## src/inc/dtp_pkg.sv

```systemverilog
// constants, field layouts and carriers for the dual timer front end
// assumes an ahb-lite slave with 32-bit data, registers one per word
package dtp_pkg;

    // register indices; byte address is four times the index
    localparam logic [7:0] IDX_A_COUNT = 8'h32;
    localparam logic [7:0] IDX_A_CONTROL = 8'h33;
    localparam logic [7:0] IDX_B_CONTROL_ONE = 8'h30;
    localparam logic [7:0] IDX_B_CONTROL_TWO = 8'h2F;
    localparam logic [7:0] IDX_B_COUNT = 8'h2E;
    localparam logic [7:0] IDX_B_COMPARE_A = 8'h2D;
    localparam logic [7:0] IDX_B_COMPARE_B = 8'h2C;
    localparam logic [7:0] IDX_B_COMPARE_TOP = 8'h2B;
    localparam logic [7:0] IDX_PLL_CONTROL = 8'h29;
    localparam logic [7:0] IDX_FLAG = 8'h38;
    localparam logic [7:0] IDX_MASK = 8'h39;

    // field positions
    localparam int A_PRESCALE_CLEAR_BIT = 3;
    localparam int B_CTC_BIT = 7;
    localparam int B_PRESCALE_CLEAR_BIT = 6;
    localparam int ASYNC_ENABLE_BIT = 2;
    localparam int FLAG_A_OVF_BIT = 1;
    localparam int FLAG_B_OVF_BIT = 2;
    localparam int FLAG_B_MATCH_B_BIT = 5;
    localparam int FLAG_B_MATCH_A_BIT = 6;

    // reset values and counter maximum
    localparam logic [7:0] RST_BYTE = 8'h00;
    localparam logic [7:0] RST_COMPARE_TOP = 8'hFF;
    localparam logic [7:0] COUNT_MAX = 8'hFF;

    // timer a source select codes
    localparam logic [2:0] A_SRC_STOP = 3'h0;
    localparam logic [2:0] A_SRC_PIN_FALL = 3'h6;
    localparam logic [2:0] A_SRC_PIN_RISE = 3'h7;

    // prescaler widths and synchroniser depth
    localparam int A_PRESCALE_BITS = 10;
    localparam int B_PRESCALE_BITS = 14;
    localparam int SYNC_DEPTH = 2;

    // targets of a write carried into the timer b domain
    localparam logic [2:0] B_TGT_CONTROL_ONE = 3'h1;
    localparam logic [2:0] B_TGT_CONTROL_TWO = 3'h2;
    localparam logic [2:0] B_TGT_COUNT = 3'h3;
    localparam logic [2:0] B_TGT_COMPARE_A = 3'h4;
    localparam logic [2:0] B_TGT_COMPARE_B = 3'h5;
    localparam logic [2:0] B_TGT_COMPARE_TOP = 3'h6;

    // write passing through the input synchroniser
    typedef struct packed {
        logic valid;
        logic [2:0] target;
        logic [7:0] data;
    } dtp_wr_t;

    // timer b state passing through the output synchroniser
    typedef struct packed {
        logic [7:0] count;
        logic ovf;
        logic match_a;
        logic match_b;
    } dtp_stat_t;

    // bus transfer state
    typedef enum logic [1:0] {
        ST_IDLE = 2'b01,
        ST_WAIT = 2'b10
    } dtp_bus_state_t;

    // prescaler tap index for timer a divided selects
    function automatic logic [3:0] dtp_a_tap(input logic [2:0] sel);
        case (sel)
            3'h2: dtp_a_tap = 4'h3;
            3'h3: dtp_a_tap = 4'h6;
            3'h4: dtp_a_tap = 4'h8;
            3'h5: dtp_a_tap = 4'hA;
            default: dtp_a_tap = 4'h0;
        endcase
    endfunction

endpackage

```

## src/logic/dtp_prescaler.sv

```systemverilog
// free-running prescaler with one tap per power of two
// assumes run gates counting and clear restarts from zero
`timescale 1ns/1ns
module dtp_prescaler
    import dtp_pkg::*;
#(
    parameter int WIDTH = 10
)
(
    // clock and reset
    input wire logic hclk,
    input wire logic hresetn,
    // control
    input wire logic clear,
    input wire logic run,
    // tap k pulses once every 2**k active cycles
    output logic [WIDTH:0] tap
);

    logic [WIDTH-1:0] cnt_q;

    ////////////////////////////////////////////////////////////////////////
    // divider counter
    always_ff @(posedge hclk or negedge hresetn)
    begin
        if (!hresetn)
            cnt_q <= '0;
        else if (clear)
            cnt_q <= '0;
        else if (run)
            cnt_q <= cnt_q + 1'b1;
    end

    // carry taps, held off while clearing
    assign tap[0] = run && !clear;
    for (genvar k = 1; k <= WIDTH; k++)
    begin : g_tap
        assign tap[k] = run && !clear && (&cnt_q[k-1:0]);
    end

endmodule // dtp_prescaler

```

## src/logic/dtp_sync_stage.sv

```systemverilog
// fixed-depth register chain used as a synchronisation delay
// assumes one clock; every stage resets to zero
`timescale 1ns/1ns
module dtp_sync_stage
#(
    parameter int WIDTH = 8,
    parameter int DEPTH = 2
)
(
    // clock and reset
    input wire logic hclk,
    input wire logic hresetn,
    // data
    input wire logic [WIDTH-1:0] din,
    output logic [WIDTH-1:0] dout
);

    logic [WIDTH-1:0] stage_q [DEPTH];

    ////////////////////////////////////////////////////////////////////////
    // shift chain
    always_ff @(posedge hclk or negedge hresetn)
    begin
        if (!hresetn)
        begin
            for (int i = 0; i < DEPTH; i++)
                stage_q[i] <= '0;
        end
        else
        begin
            stage_q[0] <= din;
            for (int i = 1; i < DEPTH; i++)
                stage_q[i] <= stage_q[i-1];
        end
    end

    assign dout = stage_q[DEPTH-1];

endmodule // dtp_sync_stage

```

## src/logic/dtp_top.sv

```systemverilog
// dual timer clocking front end with ahb-lite register slave
// assumes pins synchronous to hclk; fast timebase seen as a level
`timescale 1ns/1ns
module dtp_top
    import dtp_pkg::*;
#(
    parameter int SYNC_STAGES = SYNC_DEPTH
)
(
    // clock and reset
    input wire logic hclk,
    input wire logic hresetn,
    // ahb-lite slave
    input wire logic hsel,
    input wire logic [31:0] haddr,
    input wire logic [1:0] htrans,
    input wire logic hwrite,
    input wire logic [2:0] hsize,
    input wire logic [31:0] hwdata,
    input wire logic hready,
    output logic [31:0] hrdata,
    output logic hreadyout,
    output logic hresp,
    // timer inputs
    input wire logic count_input_pin,
    input wire logic fast_peripheral_timebase,
    // interrupt request of timer a overflow
    output logic timer_a_ovf_irq
);

    // returns true when a word address hits a register index
    function automatic logic hit(input logic [31:0] a, input logic [7:0] idx);
        hit = (a[31:10] == 22'h0) && (a[9:2] == idx) && (a[1:0] == 2'h0);
    endfunction

    ////////////////////////////////////////////////////////////////////////
    // declarations
    dtp_bus_state_t state_q;
    logic [31:0] addr_q;
    logic write_q;
    logic [31:0] hrdata_q;
    logic wr_en;
    logic [7:0] wdata;
    logic [7:0] a_count_q;
    logic [2:0] a_src_q;
    logic a_clear_q;
    logic pin_q;
    logic pin_prev_q;
    logic a_tick;
    logic [A_PRESCALE_BITS:0] a_tap;
    logic async_q;
    logic fast_q;
    logic fast_prev_q;
    logic [7:0] b_ctl1_q;
    logic [7:0] b_ctl2_q;
    logic [7:0] b_cmpa_q;
    logic [7:0] b_cmpb_q;
    logic [7:0] b_top_q;
    logic [7:0] b_ctl2_act_q;
    logic [7:0] b_cmpa_act_q;
    logic [7:0] b_cmpb_act_q;
    logic [7:0] b_top_act_q;
    logic [7:0] b_count_q;
    dtp_wr_t b_wr;
    dtp_wr_t b_wr_sync;
    dtp_wr_t b_apply;
    logic [$bits(dtp_wr_t)-1:0] b_wr_bits;
    logic [$bits(dtp_stat_t)-1:0] b_stat_bits;
    dtp_stat_t b_stat;
    dtp_stat_t b_stat_seen;
    logic [3:0] b_sel;
    logic b_src_tick;
    logic b_clear;
    logic [B_PRESCALE_BITS:0] b_tap;
    logic b_tick;
    logic [7:0] flag_q;
    logic [7:0] mask_q;
    logic [7:0] flag_set;
    logic [7:0] flag_clr;

    ////////////////////////////////////////////////////////////////////////
    // bus: address phase, then one wait cycle, then data phase ends
    always_ff @(posedge hclk or negedge hresetn)
    begin
        if (!hresetn)
        begin
            state_q <= ST_IDLE;
            addr_q <= 32'h0;
            write_q <= 1'b0;
        end
        else
        begin
            case (state_q)
                ST_IDLE:
                begin
                    if (hsel && hready && htrans[1])
                    begin
                        state_q <= ST_WAIT;
                        addr_q <= haddr;
                        write_q <= hwrite;
                    end
                end
                ST_WAIT:
                    state_q <= ST_IDLE;
                default:
                    state_q <= ST_IDLE;
            endcase
        end
    end

    assign hreadyout = (state_q != ST_WAIT);
    assign hresp = 1'b0;
    assign hrdata = hrdata_q;
    assign wr_en = (state_q == ST_WAIT) && write_q;
    assign wdata = hwdata[7:0];

    // read data registered in the wait cycle; unmapped reads zero
    always_ff @(posedge hclk or negedge hresetn)
    begin
        if (!hresetn)
            hrdata_q <= 32'h0;
        else if (state_q == ST_WAIT && !write_q)
        begin
            hrdata_q <= 32'h0;
            if (hit(addr_q, IDX_A_COUNT))
                hrdata_q[7:0] <= a_count_q;
            if (hit(addr_q, IDX_A_CONTROL))
                hrdata_q[7:0] <= {5'h0, a_src_q};
            if (hit(addr_q, IDX_B_CONTROL_ONE))
                hrdata_q[7:0] <= b_ctl1_q;
            if (hit(addr_q, IDX_B_CONTROL_TWO))
                hrdata_q[7:0] <= b_ctl2_q;
            if (hit(addr_q, IDX_B_COMPARE_A))
                hrdata_q[7:0] <= b_cmpa_q;
            if (hit(addr_q, IDX_B_COMPARE_B))
                hrdata_q[7:0] <= b_cmpb_q;
            if (hit(addr_q, IDX_B_COMPARE_TOP))
                hrdata_q[7:0] <= b_top_q;
            if (hit(addr_q, IDX_B_COUNT))
                hrdata_q[7:0] <= b_stat_seen.count;
            if (hit(addr_q, IDX_PLL_CONTROL))
                hrdata_q[ASYNC_ENABLE_BIT] <= async_q;
            if (hit(addr_q, IDX_FLAG))
                hrdata_q[7:0] <= flag_q;
            if (hit(addr_q, IDX_MASK))
                hrdata_q[7:0] <= mask_q;
        end
    end

    ////////////////////////////////////////////////////////////////////////
    // timer a control; clear bit stored only as a one-cycle pulse
    always_ff @(posedge hclk or negedge hresetn)
    begin
        if (!hresetn)
        begin
            a_src_q <= A_SRC_STOP;
            a_clear_q <= 1'b0;
        end
        else
        begin
            a_clear_q <= 1'b0;
            if (wr_en && hit(addr_q, IDX_A_CONTROL))
            begin
                a_src_q <= wdata[2:0];
                a_clear_q <= wdata[A_PRESCALE_CLEAR_BIT];
            end
        end
    end

    // count pin sampled on each core edge, previous kept for edges
    always_ff @(posedge hclk or negedge hresetn)
    begin
        if (!hresetn)
        begin
            pin_q <= 1'b0;
            pin_prev_q <= 1'b0;
        end
        else
        begin
            pin_q <= count_input_pin;
            pin_prev_q <= pin_q;
        end
    end

    // timer a prescaler
    dtp_prescaler #(
        .WIDTH(A_PRESCALE_BITS)
    ) u_a_prescale (
        .hclk(hclk),
        .hresetn(hresetn),
        .clear(a_clear_q),
        .run(a_src_q != A_SRC_STOP),
        .tap(a_tap)
    );

    // timer a tick selection
    always_comb
    begin
        case (a_src_q)
            A_SRC_STOP: a_tick = 1'b0;
            A_SRC_PIN_FALL: a_tick = pin_prev_q && !pin_q;
            A_SRC_PIN_RISE: a_tick = !pin_prev_q && pin_q;
            default: a_tick = a_tap[dtp_a_tap(a_src_q)];
        endcase
    end

    // timer a counter; a write wins over a tick in the same cycle
    always_ff @(posedge hclk or negedge hresetn)
    begin
        if (!hresetn)
            a_count_q <= RST_BYTE;
        else if (wr_en && hit(addr_q, IDX_A_COUNT))
            a_count_q <= wdata;
        else if (a_tick)
            a_count_q <= a_count_q + 8'h01;
    end

    ////////////////////////////////////////////////////////////////////////
    // async enable and fast timebase edge detection
    always_ff @(posedge hclk or negedge hresetn)
    begin
        if (!hresetn)
        begin
            async_q <= 1'b0;
            fast_q <= 1'b0;
            fast_prev_q <= 1'b0;
        end
        else
        begin
            if (wr_en && hit(addr_q, IDX_PLL_CONTROL))
                async_q <= wdata[ASYNC_ENABLE_BIT];
            fast_q <= fast_peripheral_timebase;
            fast_prev_q <= fast_q;
        end
    end

    // software-visible copies of timer b control and compare
    always_ff @(posedge hclk or negedge hresetn)
    begin
        if (!hresetn)
        begin
            b_ctl1_q <= RST_BYTE;
            b_ctl2_q <= RST_BYTE;
            b_cmpa_q <= RST_BYTE;
            b_cmpb_q <= RST_BYTE;
            b_top_q <= RST_COMPARE_TOP;
        end
        else if (wr_en)
        begin
            if (hit(addr_q, IDX_B_CONTROL_ONE))
                b_ctl1_q <= wdata;
            if (hit(addr_q, IDX_B_CONTROL_TWO))
                b_ctl2_q <= {wdata[B_CTC_BIT], 3'h0, wdata[3:0]};
            if (hit(addr_q, IDX_B_COMPARE_A))
                b_cmpa_q <= wdata;
            if (hit(addr_q, IDX_B_COMPARE_B))
                b_cmpb_q <= wdata;
            if (hit(addr_q, IDX_B_COMPARE_TOP))
                b_top_q <= wdata;
        end
    end

    // write descriptor bound for the timer b domain
    always_comb
    begin
        b_wr = '0;
        b_wr.data = wdata;
        if (wr_en)
        begin
            b_wr.valid = 1'b1;
            if (hit(addr_q, IDX_B_CONTROL_ONE))
                b_wr.target = B_TGT_CONTROL_ONE;
            else if (hit(addr_q, IDX_B_CONTROL_TWO))
                b_wr.target = B_TGT_CONTROL_TWO;
            else if (hit(addr_q, IDX_B_COUNT))
                b_wr.target = B_TGT_COUNT;
            else if (hit(addr_q, IDX_B_COMPARE_A))
                b_wr.target = B_TGT_COMPARE_A;
            else if (hit(addr_q, IDX_B_COMPARE_B))
                b_wr.target = B_TGT_COMPARE_B;
            else if (hit(addr_q, IDX_B_COMPARE_TOP))
                b_wr.target = B_TGT_COMPARE_TOP;
            else
                b_wr.valid = 1'b0;
        end
    end

    // input synchroniser; bypassed in synchronous mode
    dtp_sync_stage #(
        .WIDTH($bits(dtp_wr_t)),
        .DEPTH(SYNC_STAGES)
    ) u_in_sync (
        .hclk(hclk),
        .hresetn(hresetn),
        .din(b_wr),
        .dout(b_wr_bits)
    );
    assign b_wr_sync = dtp_wr_t'(b_wr_bits);
    assign b_apply = async_q ? b_wr_sync : b_wr;

    // active timer b settings, updated from the applied write
    always_ff @(posedge hclk or negedge hresetn)
    begin
        if (!hresetn)
        begin
            b_ctl2_act_q <= RST_BYTE;
            b_cmpa_act_q <= RST_BYTE;
            b_cmpb_act_q <= RST_BYTE;
            b_top_act_q <= RST_COMPARE_TOP;
        end
        else if (b_apply.valid)
        begin
            case (b_apply.target)
                B_TGT_CONTROL_TWO: b_ctl2_act_q <= b_apply.data;
                B_TGT_COMPARE_A: b_cmpa_act_q <= b_apply.data;
                B_TGT_COMPARE_B: b_cmpb_act_q <= b_apply.data;
                B_TGT_COMPARE_TOP: b_top_act_q <= b_apply.data;
                default: b_top_act_q <= b_top_act_q;
            endcase
        end
    end

    // timer b prescaler: fast rising edges in async mode, every core cycle else
    assign b_sel = b_ctl2_act_q[3:0];
    assign b_src_tick = async_q ? (fast_q && !fast_prev_q) : 1'b1;
    assign b_clear = b_apply.valid && (b_apply.target == B_TGT_CONTROL_TWO)
        && b_apply.data[B_PRESCALE_CLEAR_BIT];

    dtp_prescaler #(
        .WIDTH(B_PRESCALE_BITS)
    ) u_b_prescale (
        .hclk(hclk),
        .hresetn(hresetn),
        .clear(b_clear),
        .run(b_src_tick && (b_sel != 4'h0)),
        .tap(b_tap)
    );
    assign b_tick = (b_sel != 4'h0) && b_tap[b_sel - 4'h1];

    // timer b counter and its events
    always_ff @(posedge hclk or negedge hresetn)
    begin
        if (!hresetn)
            b_count_q <= RST_BYTE;
        else if (b_apply.valid && b_apply.target == B_TGT_COUNT)
            b_count_q <= b_apply.data;
        else if (b_tick)
        begin
            if (b_ctl2_act_q[B_CTC_BIT] && b_count_q == b_top_act_q)
                b_count_q <= RST_BYTE;
            else
                b_count_q <= b_count_q + 8'h01;
        end
    end

    always_comb
    begin
        b_stat.count = b_count_q;
        b_stat.ovf = b_tick && (b_count_q == COUNT_MAX
            || (b_ctl2_act_q[B_CTC_BIT] && b_count_q == b_top_act_q));
        b_stat.match_a = b_tick && (b_count_q == b_cmpa_act_q);
        b_stat.match_b = b_tick && (b_count_q == b_cmpb_act_q);
    end

    // output synchroniser toward the register side
    dtp_sync_stage #(
        .WIDTH($bits(dtp_stat_t)),
        .DEPTH(SYNC_STAGES)
    ) u_out_sync (
        .hclk(hclk),
        .hresetn(hresetn),
        .din(b_stat),
        .dout(b_stat_bits)
    );
    assign b_stat_seen = dtp_stat_t'(b_stat_bits);

    ////////////////////////////////////////////////////////////////////////
    // shared flags: write one clears, hardware set wins
    always_comb
    begin
        flag_set = 8'h00;
        flag_set[FLAG_A_OVF_BIT] = a_tick && (a_count_q == COUNT_MAX)
            && !(wr_en && hit(addr_q, IDX_A_COUNT));
        flag_set[FLAG_B_OVF_BIT] = b_stat_seen.ovf;
        flag_set[FLAG_B_MATCH_A_BIT] = b_stat_seen.match_a;
        flag_set[FLAG_B_MATCH_B_BIT] = b_stat_seen.match_b;
        flag_clr = (wr_en && hit(addr_q, IDX_FLAG)) ? wdata : 8'h00;
    end

    always_ff @(posedge hclk or negedge hresetn)
    begin
        if (!hresetn)
        begin
            flag_q <= RST_BYTE;
            mask_q <= RST_BYTE;
        end
        else
        begin
            flag_q <= (flag_q & ~flag_clr) | flag_set;
            if (wr_en && hit(addr_q, IDX_MASK))
                mask_q <= wdata;
        end
    end

    // overflow request, gated by its enable
    assign timer_a_ovf_irq = flag_q[FLAG_A_OVF_BIT]
        && mask_q[FLAG_A_OVF_BIT];

endmodule // dtp_top
```

## config.mk

```make
export PLATFORM = sky130hd
export DESIGN_NAME = dtp_top
export DESIGN_NICKNAME = d
export VERILOG_FILES = /design/src/inc/dtp_pkg.sv /design/src/logic/dtp_prescaler.sv /design/src/logic/dtp_sync_stage.sv /design/src/logic/dtp_top.sv
export SDC_FILE = /design/constraint.sdc
export NUM_CORES = 1
export LEC_CHECK = 0
export BUFFER_PORTS_ARGS = -buffer_cell sky130_fd_sc_hd__buf_2
export CAP_MARGIN = 20
export CORE_MARGIN = 2
export CORE_UTILIZATION = 41
export DETAILED_ROUTE_END_ITERATION = 7
export PLACE_DENSITY_LB_ADDON = 0.25
export SYNTH_ARGS = -nofsm -noshare
export SYNTH_HDL_FRONTEND = slang
export SYNTH_SLANG_ARGS = --single-unit
```

## constraint.sdc

```tcl
create_clock -name hclk -period 3.9 [get_ports hclk]
set_clock_uncertainty 0.05 [all_clocks]
set_input_delay 0.975 -clock hclk [delete_from_list [all_inputs] [get_ports hclk]]
set_output_delay 0.975 -clock hclk [all_outputs]
set_load 0.02 [all_outputs]
```

# After elaboration in Yosys (flattened, before gate mapping)
# Cells that the tools add are included.
[classes]
n_reduce_logical = 122
n_mux = 46
add_sub_neg = 5
n_lt_le_gt_ge = 2
bitwise_logic = 3
n_eq_ne = 31
[ops]
columns = ["cell", "n"]
rows = [
  ["2-to-1 mux 8 bit", 16],
  ["equality test 8 x 6 -> 1 bit (second input constant)", 11],
  ["logical AND 1 bit", 72],
  ["2-to-1 mux 14 bit", 2],
  ["equality test 8 bit", 3],
  ["AND reduction 2 bit", 12],
  ["zero test 22 bit", 1],
  ["equality test 3 bit (second input constant)", 7],
  ["2-to-1 mux 10 bit", 2],
  ["AND reduction 10 bit", 2],
  ["2-to-1 mux 3 bit", 6],
  ["AND reduction 9 bit", 2],
  ["adder 8 x 1 -> 8 bit (second input constant)", 2],
  ["equality test 8 bit (second input constant)", 2],
  ["case mux 4 bit (4 select lines)", 1],
  ["AND reduction 8 bit", 2],
  ["adder 14 x 1 -> 14 bit (second input constant)", 1],
  ["AND reduction 14 bit", 1],
  ["AND reduction 7 bit", 2],
  ["AND reduction 13 bit", 1],
  ["equality test 3 x 2 -> 1 bit (second input constant)", 4],
  ["2-to-1 mux 12 bit", 1],
  ["AND reduction 12 bit", 1],
  ["AND reduction 6 bit", 2],
  ["other kinds (26)", 53],
]
[word_totals]
in_bits = 76
ff_bits = 223
word_cells = 239
out_inout_bits = 35

# Longest topological paths before layout
# Gate-level depths: netlist (run 1).
[logic_depth]
depth_word = 22
depth_mapped = 13
ltp_nobuf = 11

# Modules after synthesis
# Synthesis (run 1) repeated with hierarchy kept, for this count alone.
[hier_totals]
cells_unflattened = 1037
hier_area_um2 = 10918.0
[modules_own_cells]
columns = ["module", "area_each_um2", "seq_area_each_um2", "cells_per_inst", "n_inst"]
rows = [
  ["dtp_top", 8144.1, 3774.9, 814, 1],
  ["dtp_prescaler (u_b_prescale)", 853.3, 350.3, 92, 1],
  ["dtp_sync_stage (u_in_sync)", 690.7, 600.6, 36, 1],
  ["dtp_sync_stage (u_out_sync)", 633.1, 550.5, 33, 1],
  ["dtp_prescaler (u_a_prescale)", 596.8, 250.2, 62, 1],
]

# Worst setup path after synthesis (run 1)
# Ideal clock, no wire load.
[synth_path]
path_kind = "flip-flop to flip-flop"
start = "register b_ctl2_act_q[0]"
end = "register b_count_q[1]"
path_stages_with_launch = 13
period_less_slack_ns = 2.963
n_path_buf = 3
required_time_ns = 3.768
setup_time_ns = 0.082
t_arrival_ns = 2.831
setup_slack_ns = 0.937
path_cell_list = "dfrtp_1 -> inv_1 -> ha_1 -> clkbuf_1 -> nand2b_1 -> a211oi_1 -> o221a_2 -> o311ai_1 -> or2_2 -> buf_1 -> buf_2 -> or4b_1 -> a31oi_1"
[synth_between]
elab_chain_len = 8
elab_cells_between_ends = 22
classes_between = "add/sub: 1; mux: 2; reduce/logical: 19"
[synth_lines]
columns = ["element", "line", "rtl"]
rows = [
  ["from (decl)", "dtp_top.sv:59", "logic [7:0] b_ctl2_act_q;"],
  ["from (signal assigned)", "dtp_top.sv:314", "B_TGT_CONTROL_TWO: b_ctl2_act_q <= b_apply.data;"],
  ["branches (longest 6 deep; another with subtractor 4 x 1 -> 4 bit)", "--", ""],
  ["logical AND 1 bit (*)", "dtp_top.sv:338", "assign b_tick = (b_sel != 4'h0) && b_tap[b_sel - 4'h1];"],
  ["nonzero test 2 bit (no source line) (*)", "--", ""],
  ["to (signal assigned)", "dtp_top.sv:346", "b_count_q <= b_apply.data;"],
  ["to (signal assigned)", "dtp_top.sv:352", "b_count_q <= b_count_q + 8'h01;"],
  ["to (decl)", "dtp_top.sv:63", "logic [7:0] b_count_q;"],
]
# Every way passes the cells marked *. The select of a mux whose other input is x is not followed.
# A chain may end at the register's enable or synchronous reset.

# Final worst setup path (run 1)
[layout_path]
start = "register addr_q[30]"
end = "register b_cmpa_q[3]"
[layout_between]
elab_chain_len = 4
[layout_lines]
columns = ["element", "line", "rtl"]
rows = [
  ["from (decl)", "dtp_top.sv:39", "logic [31:0] addr_q;"],
  ["from (signal assigned)", "dtp_top.sv:99", "addr_q <= haddr;"],
  ["zero test 22 bit", "dtp_top.sv:33", "hit = (a[31:10] == 22'h0) && (a[9:2] == idx) && (a[1:0] == 2'h0);"],
  ["logical AND 1 bit (2 in series)", "dtp_top.sv:33", ""],
  ["AND reduction 2 bit (no source line)", "--", ""],
  ["to (signal assigned)", "dtp_top.sv:255", "b_cmpa_q <= wdata;"],
  ["to (decl)", "dtp_top.sv:56", "logic [7:0] b_cmpa_q;"],
]
# Every way passes these cells.

==> results.md, run 1 <==
- Status: complete, no violations
- Setup WS pre-CTS: 0.757 ns
- Area Overhead vs Synth: 13.7%
- Dpl cells: 1,317
- Nets@finish: 1,101
- Final setup vio count: 0
- Synth top area share: 0.489
- Slew HR: 0.464
- Ys async rst share: 1.00
- # hold bufs at CTS: 0
- Mux cell area share after synthesis: 0.105
- Hold Crit Class: reg2reg
- Worst setup EP type: flop
- # Max-Cap Violations: 0
- Worst IR drop on VDD: 0.483 mV
- Register area share after synthesis: 0.532
- Die H: 163 um
- HPWL Detailed: 15.9 mm
- Post_cts resized: 0
- Total GRT Usage: 0.180
- Multi-input logic area: 4500 um^2
- Pin count of the biggest net entering global routing: 103
- CP max FO: 11
- Vias in the first global route: 7,042
- Clock Sink Count: 220
- I/O Buffers: 57
- DIE AREA: 26,600 um^2
- Final Util: 0.472
- Reg2reg setup slack: 0.72 ns
- Adder-cell share of the synthesized area: 0.0133
- Area of the core: 25,000 um^2
- Setup crit start kind: flop
- Initial drt markers: 564
- DRT Wirelength: 23.2 mm
- Per-cell routed wire length: 17.0 um
- Final min period: 3.18 ns
- Setup TNS: 0 ns
- Post-DP Area: 11,000 um^2
- Pins Over Slew Limit: 0
- Remaining global-route overflow: 0
- Achievable Freq: 315 MHz
- Worst Setup Slack, final: 0.724 ns
- Cell area after layout: 11,800 um^2
- Number of synthesized flops with an enable pin: 0
- Synth top area cells: dfrtp_1 49%, mux2_2 9.0%, nand2_1 6.2%
- Vias per std cell: 5.24
- # DRC: 0
- Drt pass-1 iters: 5
- Synth unique cells: 81
- Global-route wire length before repair: 38.1 mm
- Final hold vios: 0
- Final RePlAce weighted congestion: 0.818
- CTS tree: built
- Layout Cells excl Fill: 1,362
- Post-Synth Simple-Gate Area: 0.176
- Clock buffer depth: 3
- WP data required: 4.26 ns
- Avg Cell Area, Syn: 10.9 um^2
- Via count: 7,143
- Die Width: 163 um
- RSZ-0062 raised after global routing: no
- Compound-Gate Fraction of Synth Area: 0.0890
- Worst Tran Pin Value: 0.804 ns
- Seq. cell area: 5530 um^2
- CTS Root Cell: clkbuf_16
- XOR/XNOR share of the synthesized area: 0.0413
- Commonest non-fill, non-tap cells in the layout: 203 x dfrtp_1, 172 x nand2_1, 83 x mux2_2
- Layout cell share with drive strength beyond 1: 0.237
- Final antenna-violating net count: 0
- Synth warn: 0
- Clk_lat worst skew: 0.52 ns
- Synthesized cell area: 10,400 um^2
- Antenna violations before repair: 0
- Seq cells post-synth: 220
- CP arrival: 3.53 ns
- LEAKAGE: 5.19 nW
- Initial Utilization: 0.415
- CP Class: reg2reg
- Syn Inst Count: 957
- H-tree depth: 1
- Largest family of logic cells by synthesized area: simple AND/OR/NAND/NOR gates
- Setup bufs post-CTS: 0
- IO Pins: 111
- Top_reg_cell synth: dfrtp_1
- Fillers: 2,335
- Final period util: 0.814
- N_diodes: 0
- Pwr/cell area: 544 nW/um^2
- Leading cell type in the layout, fill and taps excluded: dfrtp_1
- CTS Buf Count: 25
- Clk slew on worst S/H paths: 0.06 ns
- Row count: 58
- Leading area contributor after synthesis: dfrtp_1
[cells in the mapped netlist, types with 9 or more instances]
master	n
a21oi_1	9
nor3_1	13
dfstp_2	17
and3_1	11
clkbuf_1	29
xnor2_1	34
xor2_1	15
nand2b_1	17
inv_1	10
or4_1	9
mux2_2	83
ha_1	11
o21ai_0	31
a31oi_1	15
nor2_1	64
nand3_1	20
dfrtp_1	203
buf_4	28
nand2_1	172
mux2i_1	12
nand4_1	15
[flip-flops by register name, indices dropped and copies added (netlist names), 10 cells and up]
signal,count
u_b_prescale.cnt_q,14
u_in_sync.dout,12
u_out_sync.dout,11
u_a_prescale.cnt_q,10
u_out_sync.stage_q,11
addr_q,32
u_in_sync.stage_q,12
[layout make-up]
type | count | share of cell area
tap | 330 | 0.0350
inverter | 11 | 0.00350
clock inverter | 17 | 0.0176
multi-input combinational | 679 | 0.381
sequential | 220 | 0.468
clock buffer | 28 | 0.0548
timing repair buffer | 77 | 0.0398
[path summary, 6_finish.rpt]
check                                       start                    end  depth (start not counted)
max                                    addr_q[30]            b_cmpa_q[3]                          6
min                        u_out_sync.stage_q[17]     u_out_sync.dout[6]                          0
max reg2reg                            addr_q[30]            b_cmpa_q[3]                          6
min reg2reg                u_out_sync.stage_q[17]     u_out_sync.dout[6]                          0
max in group asynchronous                 hresetn         b_top_act_q[6]                          2
min in group asynchronous                 hresetn  u_a_prescale.cnt_q[4]                          1
[worst max-delay path: stages, from the launching register on]
cell     delay, ns
dfrtp_1       0.39
nor4_2        0.35
nand4_2       0.33
buf_4         0.29
nor4_1        0.66
nand3_1       0.55
mux2_2        0.44
[kinds of logic (layout without fill, tap and decap cells)]
family	after synthesis	after routing
xor+xnor	49	49
compound gates	126	126
other cells	1	25
fa+ha+maj	11	11
flops	220	220
simple gates	370	370
mux	98	98
buf+inv	82	133
[through the flow]
| step | hold WS, ns | total power [mW] |
|---|---|---|
| global route | 0.301 | 6.78 |
| global placement | 0.282 | 4.01 |
| floorplan | 0.281 | 3.72 |
| finish | 0.295 | 6.43 |
| CTS | 0.299 | 6.51 |
| detailed placement | 0.286 | 4.05 |
[layer usage]
metal	wire length (um)	part of all wire	vias up	GRT usage
met5	0	0	-	0
met4	527	0.023	0	0.0495
met3	860	0.037	38	0.0259
met2	10700	0.46	130	0.283
met1	11100	0.48	3556	0.261
li1	-	-	3419	-
[power breakdown]
| part | leakage [nW] | switching (mW) | internal (mW) |
|---|---|---|---|
| logic | 2.11 | 0.531 | 0.456 |
| registers | 2.67 | 0.368 | 2.64 |
| clock network | 0.415 | 0.968 | 1.47 |
Power figures use the tool's default switching activity.
==> run 2, diff against run 1 <==
--- a/config.mk
+++ b/config.mk
@@ -5,6 +5,7 @@
 export SDC_FILE = /design/constraint.sdc
 export NUM_CORES = 1
 export LEC_CHECK = 0
+export ABC_AREA = 1
 export BUFFER_PORTS_ARGS = -buffer_cell sky130_fd_sc_hd__buf_2
 export CAP_MARGIN = 20
 export CORE_MARGIN = 2
==> constraint.sdc (replaced) <==
create_clock -name hclk -period 2.95 [get_ports hclk]
set_clock_uncertainty 0.05 [all_clocks]
set_input_delay 0.7375 -clock hclk [delete_from_list [all_inputs] [get_ports hclk]]
set_output_delay 0.7375 -clock hclk [all_outputs]
set_load 0.02 [all_outputs]
==> results.md, run 2 <==
- Status: complete, no violations (unchanged)
- CP arrival: 3.08 ns (was 3.53 ns)
- Met3 wire length: 1.11 mm (was 860 um)
- Synth top area cells: dfrtp_1 48%, nand2_1 13%, o21ai_0 5.7% (was dfrtp_1 49%, mux2_2 9.0%, nand2_1 6.2%)
- Initial Utilization: 0.420 (was 0.415)
- Final hold vios: 0 (unchanged)
- Pins Over Slew Limit: 0 (unchanged)
- Area Overhead vs Synth: 13.3% (was 13.7%)
- Fillers: 2,519 (was 2,335)
- Vias per std cell: 4.88 (was 5.24)
- HPWL Detailed: 17.3 mm (was 15.9 mm)
- CP top delay family: simple AND/OR/NAND/NOR gates (unchanged)
- Total GRT Usage: 0.186 (was 0.180)
- Clk_lat worst skew: 0.53 ns (was 0.52 ns)
- DRT Wirelength: 24.1 mm (was 23.2 mm)
- Final period util: 0.906 (was 0.814)
- Hold Crit Class: in2async (was reg2reg)
- CTS Buf Count: 24 (was 25)
- Dpl cells: 1,654 (was 1,317)
- RSZ-0062 raised after global routing: no (unchanged)
- Setup WS pre-CTS: 0.306 ns (was 0.757 ns)
- Achievable Freq: 374 MHz (was 315 MHz)
- Final min period: 2.67 ns (was 3.18 ns)
- Synth unique cells: 47 (was 81)
- CP max stage cell: dfrtp_1 (was nor4_1)
- CTS tree: built (unchanged)
- Clock Sink Count: 220 (unchanged)
- Synth warn: 0 (unchanged)
- Leading area contributor after synthesis: dfrtp_1 (unchanged)
- Setup crit start kind: flop (unchanged)
- Wire length on met2: 11.2 mm (was 10.7 mm)
- H-tree depth: 1 (unchanged)
- Top_reg_cell synth: dfrtp_1 (unchanged)
- Cell area after layout: 12,100 um^2 (was 11,800 um^2)
- Synthesized cell area: 10,600 um^2 (was 10,400 um^2)
- Max layer used: met4 (unchanged)
- Ys async rst share: 1.00 (unchanged)
- CP Class: reg2reg (unchanged)
- Total power: 6.93 mW (was 6.43 mW)
- Crit-path cells: nor2_1, nand2_1, nor2_1, nand2_1, nor2_4, buf_4, nand3_1, nand2_1, nand2_1, nand3_2, nand2_4, inv_4, nand3_4, nand2_1, nand2_1, nand2_1 (was nor4_2, nand4_2, buf_4, nor4_1, nand3_1, mux2_2)
- Largest registers: addr_q (32), u_b_prescale.cnt_q (14) (unchanged)
- CP max FO: 18 (was 11)
- Worst IR drop on VDD: 0.498 mV (was 0.483 mV)
- Final antenna-violating net count: 0 (unchanged)
- Initial drt markers: 585 (was 564)
- Final setup vio count: 0 (unchanged)
- Drt pass-1 iters: 6 (was 5)
- Crit path launch: addr_q[11] (was addr_q[30])
- Syn Inst Count: 1,282 (was 957)
- Area of the core: 25,300 um^2 (was 25,000 um^2)
- Global-route wire length before repair: 40.6 mm (was 38.1 mm)
- Per-cell routed wire length: 14.2 um (was 17.0 um)
- IO Pins: 111 (unchanged)
- Slew HR: 0.557 (was 0.464)
- Avg Cell Area, Syn: 8.30 um^2 (was 10.9 um^2)
- Worst setup EP type: flop (unchanged)
- # hold bufs at CTS: 0 (unchanged)
- Setup bufs post-CTS: 0 (unchanged)
- Setup TNS: 0 ns (unchanged)
- Remaining global-route overflow: 0 (unchanged)
- Buffers and inverters on the worst path: 2 (was 1)
- Worst Tran Pin Value: 0.657 ns (was 0.804 ns)
- M1 wire length: 11.4 mm (was 11.1 mm)
- Leading cell type in the layout, fill and taps excluded: nand2_1 (was dfrtp_1)
- Nets@finish: 1,438 (was 1,101)
- Seq. cell area: 5530 um^2 (unchanged)
- Register area share after synthesis: 0.520 (was 0.532)
- Die H: 165 um (was 163 um)
- CP peak stage delay: 0.38 ns (was 0.66 ns)
- LEAKAGE: 6.18 nW (was 5.19 nW)
- Commonest non-fill, non-tap cells in the layout: 363 x nand2_1, 203 x dfrtp_1, 149 x inv_1 (was 203 x dfrtp_1, 172 x nand2_1, 83 x mux2_2)
- DIE AREA: 27,200 um^2 (was 26,600 um^2)
- Worst Setup Slack, final: 0.277 ns (was 0.724 ns)
- Multi-input logic area: 4250 um^2 (was 4500 um^2)
- Vias in the first global route: 8,042 (was 7,042)
- Count leader, synth: nand2_1 (was dfrtp_1)
- Largest Register: addr_q (unchanged)
- Post-DP Area: 11,300 um^2 (was 11,000 um^2)
- Final RePlAce weighted congestion: 0.847 (was 0.818)
- Pin count of the biggest net entering global routing: 63 (was 103)
- Synth top area share: 0.478 (was 0.489)
- # Max-Cap Violations: 0 (unchanged)
- Cell repeated most along the worst path: nand2_1
- I/O Buffers: 57 (unchanged)
- Final Util: 0.476 (was 0.472)
- Number of synthesized flops with an enable pin: 0 (unchanged)
- WP data required: 3.36 ns (was 4.26 ns)
- Seq cells post-synth: 220 (unchanged)
- Min Hold Slack: 0.102 ns (was 0.295 ns)
- Die Width: 165 um (was 163 um)
- Antenna violations before repair: 0 (unchanged)
- Post_cts resized: 0 (unchanged)
- N_diodes: 0 (unchanged)
- Top post-synthesis cells by count: 363 x nand2_1, 203 x dfrtp_1, 149 x inv_1 (was 203 x dfrtp_1, 172 x nand2_1, 83 x mux2_2)
- Max FFs per register: 32 (unchanged)
- Row count: 58 (unchanged)
- Layout cell share with drive strength beyond 1: 0.124 (was 0.237)
- CTS Root Cell: clkbuf_16 (unchanged)
- Pwr/cell area: 575 nW/um^2 (was 544 nW/um^2)
- Clock buffer depth: 3 (unchanged)
- Via count: 8,293 (was 7,143)
- # DRC: 0 (unchanged)
- Layout Cells excl Fill: 1,699 (was 1,362)
- R2r startpoint: addr_q[11] (was addr_q[30])
- Clk slew on worst S/H paths: 0.06 ns (about the same)
## run 2: changes by cell type after synthesis, sizes merged, moves of 9 or more
cell and delta:
nand2 +196, inv +143, o21ai +90, mux2 -86
nand3 +56, nor2 +37, a21oi +35, nand2b -17
xnor2 -15, a31oi -13, mux2i -12, and3 -11
or4 -9
## run 2: routing by layer
layer,vias up,GRT usage
met5,-,0
met4,0,0.0411
met3,40,0.0272
met2,173,0.303
met1,3897,0.264
li1,4183,-
## run 2: cell type report
class | count | share of cell area
clock buffers | 38 | 0.0583
clock inverters | 6 | 0.00550
inverters | 158 | 0.0494
multi-input cells | 869 | 0.353
flip-flops and latches | 220 | 0.459
well taps | 330 | 0.0343
repair buffers | 78 | 0.0413
## run 2: power by group
part / leakage, nW / switching, mW / total, mW / internal [mW]
registers: 2.42 / 0.148 / 3.37 / 3.22
logic: 3.38 / 0.430 / 0.651 / 0.221
clock network: 0.379 / 1.19 / 2.91 / 1.72
total: 6.18 / 1.77 / 6.93 / 5.16
## run 2: logic make-up after synthesis
family	share of synthesized area
xor gates and xnor gates	0.0280
buffers and inverters	0.0893
AOI/OAI and AO/OA	0.101
other	0.000353
and+or+nand+nor	0.249
DFF	0.520
adders and majority gates	0.0129
## run 2: worst paths after layout
| kind | endpoint | slack (ns) | depth (start not counted) |
|---|---|---|---|
| worst max-delay path | b_count_q[4] | 0.28 | 16 |
| worst min-delay path | u_a_prescale.cnt_q[2] | 0.10 | 1 |
| worst max register to register | b_count_q[4] | 0.28 | 16 |
| worst min register to register | u_in_sync.dout[6] | 0.29 | 0 |
| max in group asynchronous | b_top_q[4] | 2.00 | 2 |
| min in group hclk | fast_q | 0.27 | 1 |
==> run 3, diff against run 2 <==
--- a/config.mk
+++ b/config.mk
@@ -11,6 +11,7 @@
 export CORE_MARGIN = 2
 export CORE_UTILIZATION = 41
 export DETAILED_ROUTE_END_ITERATION = 7
+export MAX_ROUTING_LAYER = met4
 export PLACE_DENSITY_LB_ADDON = 0.25
 export SYNTH_ARGS = -nofsm -noshare
 export SYNTH_HDL_FRONTEND = slang
==> results.md, run 3 (synthesis results as in run 2) <==
- Status: complete, no violations (unchanged)
- Buffers and inverters on the worst path: 1 (was 2)
- Clock Sink Count: 220 (unchanged)
- Area Overhead vs Synth: 14.4% (was 13.3%)
- R2R depth: 14 (was 16)
- N_diodes: 0 (unchanged)
- Achievable Freq: 370 MHz (was 374 MHz)
- CTS Root Cell: clkbuf_16 (unchanged)
- Via count: 8,261 (was 8,293)
- IO Pins: 111 (unchanged)
- Final setup vio count: 0 (unchanged)
- Per-cell routed wire length: 14.2 um (about the same)
- Initial drt markers: 594 (was 585)
- # Max-Cap Violations: 0 (unchanged)
- Leading cell type in the layout, fill and taps excluded: nand2_1 (unchanged)
- Post-DP Area: 11,300 um^2 (about the same)
- Total GRT Usage: 0.194 (was 0.186)
- CTS tree: built (unchanged)
- WP data required: 3.36 ns (about the same)
- RSZ-0062 raised after global routing: no (unchanged)
- Slew HR: 0.557 (about the same)
- Vias in the first global route: 8,077 (was 8,042)
- HPWL Detailed: 17.3 mm (about the same)
- I/O Buffers: 57 (unchanged)
- Row count: 58 (unchanged)
- Worst IR drop on VDD: 0.471 mV (was 0.498 mV)
- Final RePlAce weighted congestion: 0.863 (was 0.847)
- Commonest non-fill, non-tap cells in the layout: 361 x nand2_1, 203 x dfrtp_1, 149 x inv_1 (was 363 x nand2_1, 203 x dfrtp_1, 149 x inv_1)
- CP max stage cell: dfrtp_1 (unchanged)
- DIE AREA: 27,200 um^2 (unchanged)
- Max FFs per register: 32 (unchanged)
- Final Util: 0.481 (was 0.476)
- Die H: 165 um (unchanged)
- # hold bufs at CTS: 0 (unchanged)
- Clk_lat worst skew: 0.53 ns (about the same)
- Min Hold Slack: 0.109 ns (was 0.102 ns)
- LEAKAGE: 6.25 nW (was 6.18 nW)
- Hold Crit Class: in2async (unchanged)
- CP max FO: 11 (was 18)
- Reg2reg end: b_count_q[6] (was b_count_q[4])
- CP arrival: 3.11 ns (was 3.08 ns)
- Crit-path cells: nor2_1, nand2_1, nor2_1, nand3_1, nor2_1, nand3_1, nand3_2, nand2_2, nor2_4, nand4_4, nand3_2, buf_4, nand3_1, nand2_1 (was nor2_1, nand2_1, nor2_1, nand2_1, nor2_4, buf_4, nand3_1, nand2_1, nand2_1, nand3_2, nand2_4, inv_4, nand3_4, nand2_1, nand2_1, nand2_1)
- Final hold vios: 0 (unchanged)
- Largest registers: addr_q (32), u_b_prescale.cnt_q (14) (unchanged)
- Final period util: 0.916 (was 0.906)
- Vias per std cell: 4.84 (was 4.88)
- Final antenna-violating net count: 0 (unchanged)
- Layout cell share with drive strength beyond 1: 0.135 (was 0.124)
- Setup crit start kind: flop (unchanged)
- Worst setup EP type: flop (unchanged)
- H-tree depth: 1 (unchanged)
- CP top delay family: simple AND/OR/NAND/NOR gates (unchanged)
- Largest Register: addr_q (unchanged)
- Die Width: 165 um (unchanged)
- Pin count of the biggest net entering global routing: 58 (was 63)
- DRT Wirelength: 24.2 mm (was 24.1 mm)
- Drt pass-1 iters: 5 (was 6)
- Total power: 7.11 mW (was 6.93 mW)
- Worst Tran Pin Value: 0.658 ns (was 0.657 ns)
- Setup TNS: 0 ns (unchanged)
- Pwr/cell area: 584 nW/um^2 (was 575 nW/um^2)
- Global-route wire length before repair: 41.3 mm (was 40.6 mm)
- CP Class: reg2reg (unchanged)
- Clock buffer depth: 3 (unchanged)
- Final min period: 2.70 ns (was 2.67 ns)
- Reg2reg setup slack: 0.25 ns (was 0.28 ns)
- Crit path launch: addr_q[13] (was addr_q[11])
- Antenna violations before repair: 0 (unchanged)
- CTS Buf Count: 25 (was 24)
- Initial Utilization: 0.420 (unchanged)
- Cell area after layout: 12,200 um^2 (was 12,100 um^2)
- Pins Over Slew Limit: 0 (unchanged)
- # DRC: 0 (unchanged)
- Clk slew on worst S/H paths: 0.06 ns (about the same)
- Remaining global-route overflow: 0 (unchanged)
- R2r startpoint: addr_q[13] (was addr_q[11])
- Nets@finish: 1,445 (was 1,438)
- Area of the core: 25,300 um^2 (unchanged)
- CP peak stage delay: 0.37 ns (was 0.38 ns)
-- run 3: changes by cell type in the layout (fill, tap and decap cells not counted), sizes merged --
cell	previous run	this run
buf	78	84
bufinv	1	2
clkbuf	38	33
clkinv	9	12
clkinvlp	0	1
inv	154	156
-- run 3: how the worst max path moves through the flow --
stage / endpoint / slack, ns / depth (start not counted)
6_report: b_count_q[6] / 0.25 / 14
5_1_grt: b_count_q[1] / 0.03 / 15
4_1_cts: b_count_q[6] / 0.16 / 16
3_5_place_dp: b_count_q[7] / 0.18 / 18
3_3_place_gp: b_count_q[7] / 0.24 / 18
2_1_floorplan: u_b_prescale.cnt_q[11] / 0.83 / 17
-- run 3: report_power, final --
| part | internal, mW | switching (mW) |
|---|---|---|
| Clock | 1.84 | 1.24 |
| Combinational | 0.223 | 0.434 |
| Sequential | 3.22 | 0.151 |
-- run 3: what timing repair did --
action / 4_1_cts / 5_1_grt
endpoints found under the setup margin: 0 / 14
gates resized for setup: 0 / 3
setup buffers: 0 / 4
hold endpoints to repair: 0 / 0
-- run 3: routing by layer --
metal / wire, um / up-vias / GRT usage
li1: - / 4205 / -
met1: 11600 / 3878 / 0.266
met2: 11400 / 153 / 0.314
met3: 926 / 25 / 0.0257
met4: 345 / 0 / 0.0348
met5: 0 / - / -
-- run 3: area by class of cell --
| cell class | count | area [um^2] |
|---|---|---|
| Fill cell | 2539 | 13200 |
| Tap cell | 330 | 413 |
| Clock inverter | 13 | 129 |
| Multi-Input combinational cell | 869 | 4260 |
| Sequential cell | 220 | 5530 |
| Timing Repair Buffer | 84 | 556 |
| Inverter | 158 | 596 |
| Clock buffer | 33 | 696 |
-- run 3: worst reg2reg max path, delay by kind of cell, from the launching register on --
| family | cells | cell delay [ns] |
|---|---|---|
| buffers and inverters | 1 | 0.18 |
| flip-flops | 1 | 0.37 |
| AND/OR/NAND/NOR | 13 | 2.05 |
-- run 3: through the flow --
step / setup slack, ns / std cells
after floorplan: 0.835 / 1306
after global placement: 0.242 / 1656
after detailed placement: 0.184 / 1656
after CTS: 0.161 / 1702
after global routing: 0.0297 / 1707
final: 0.249 / 1707
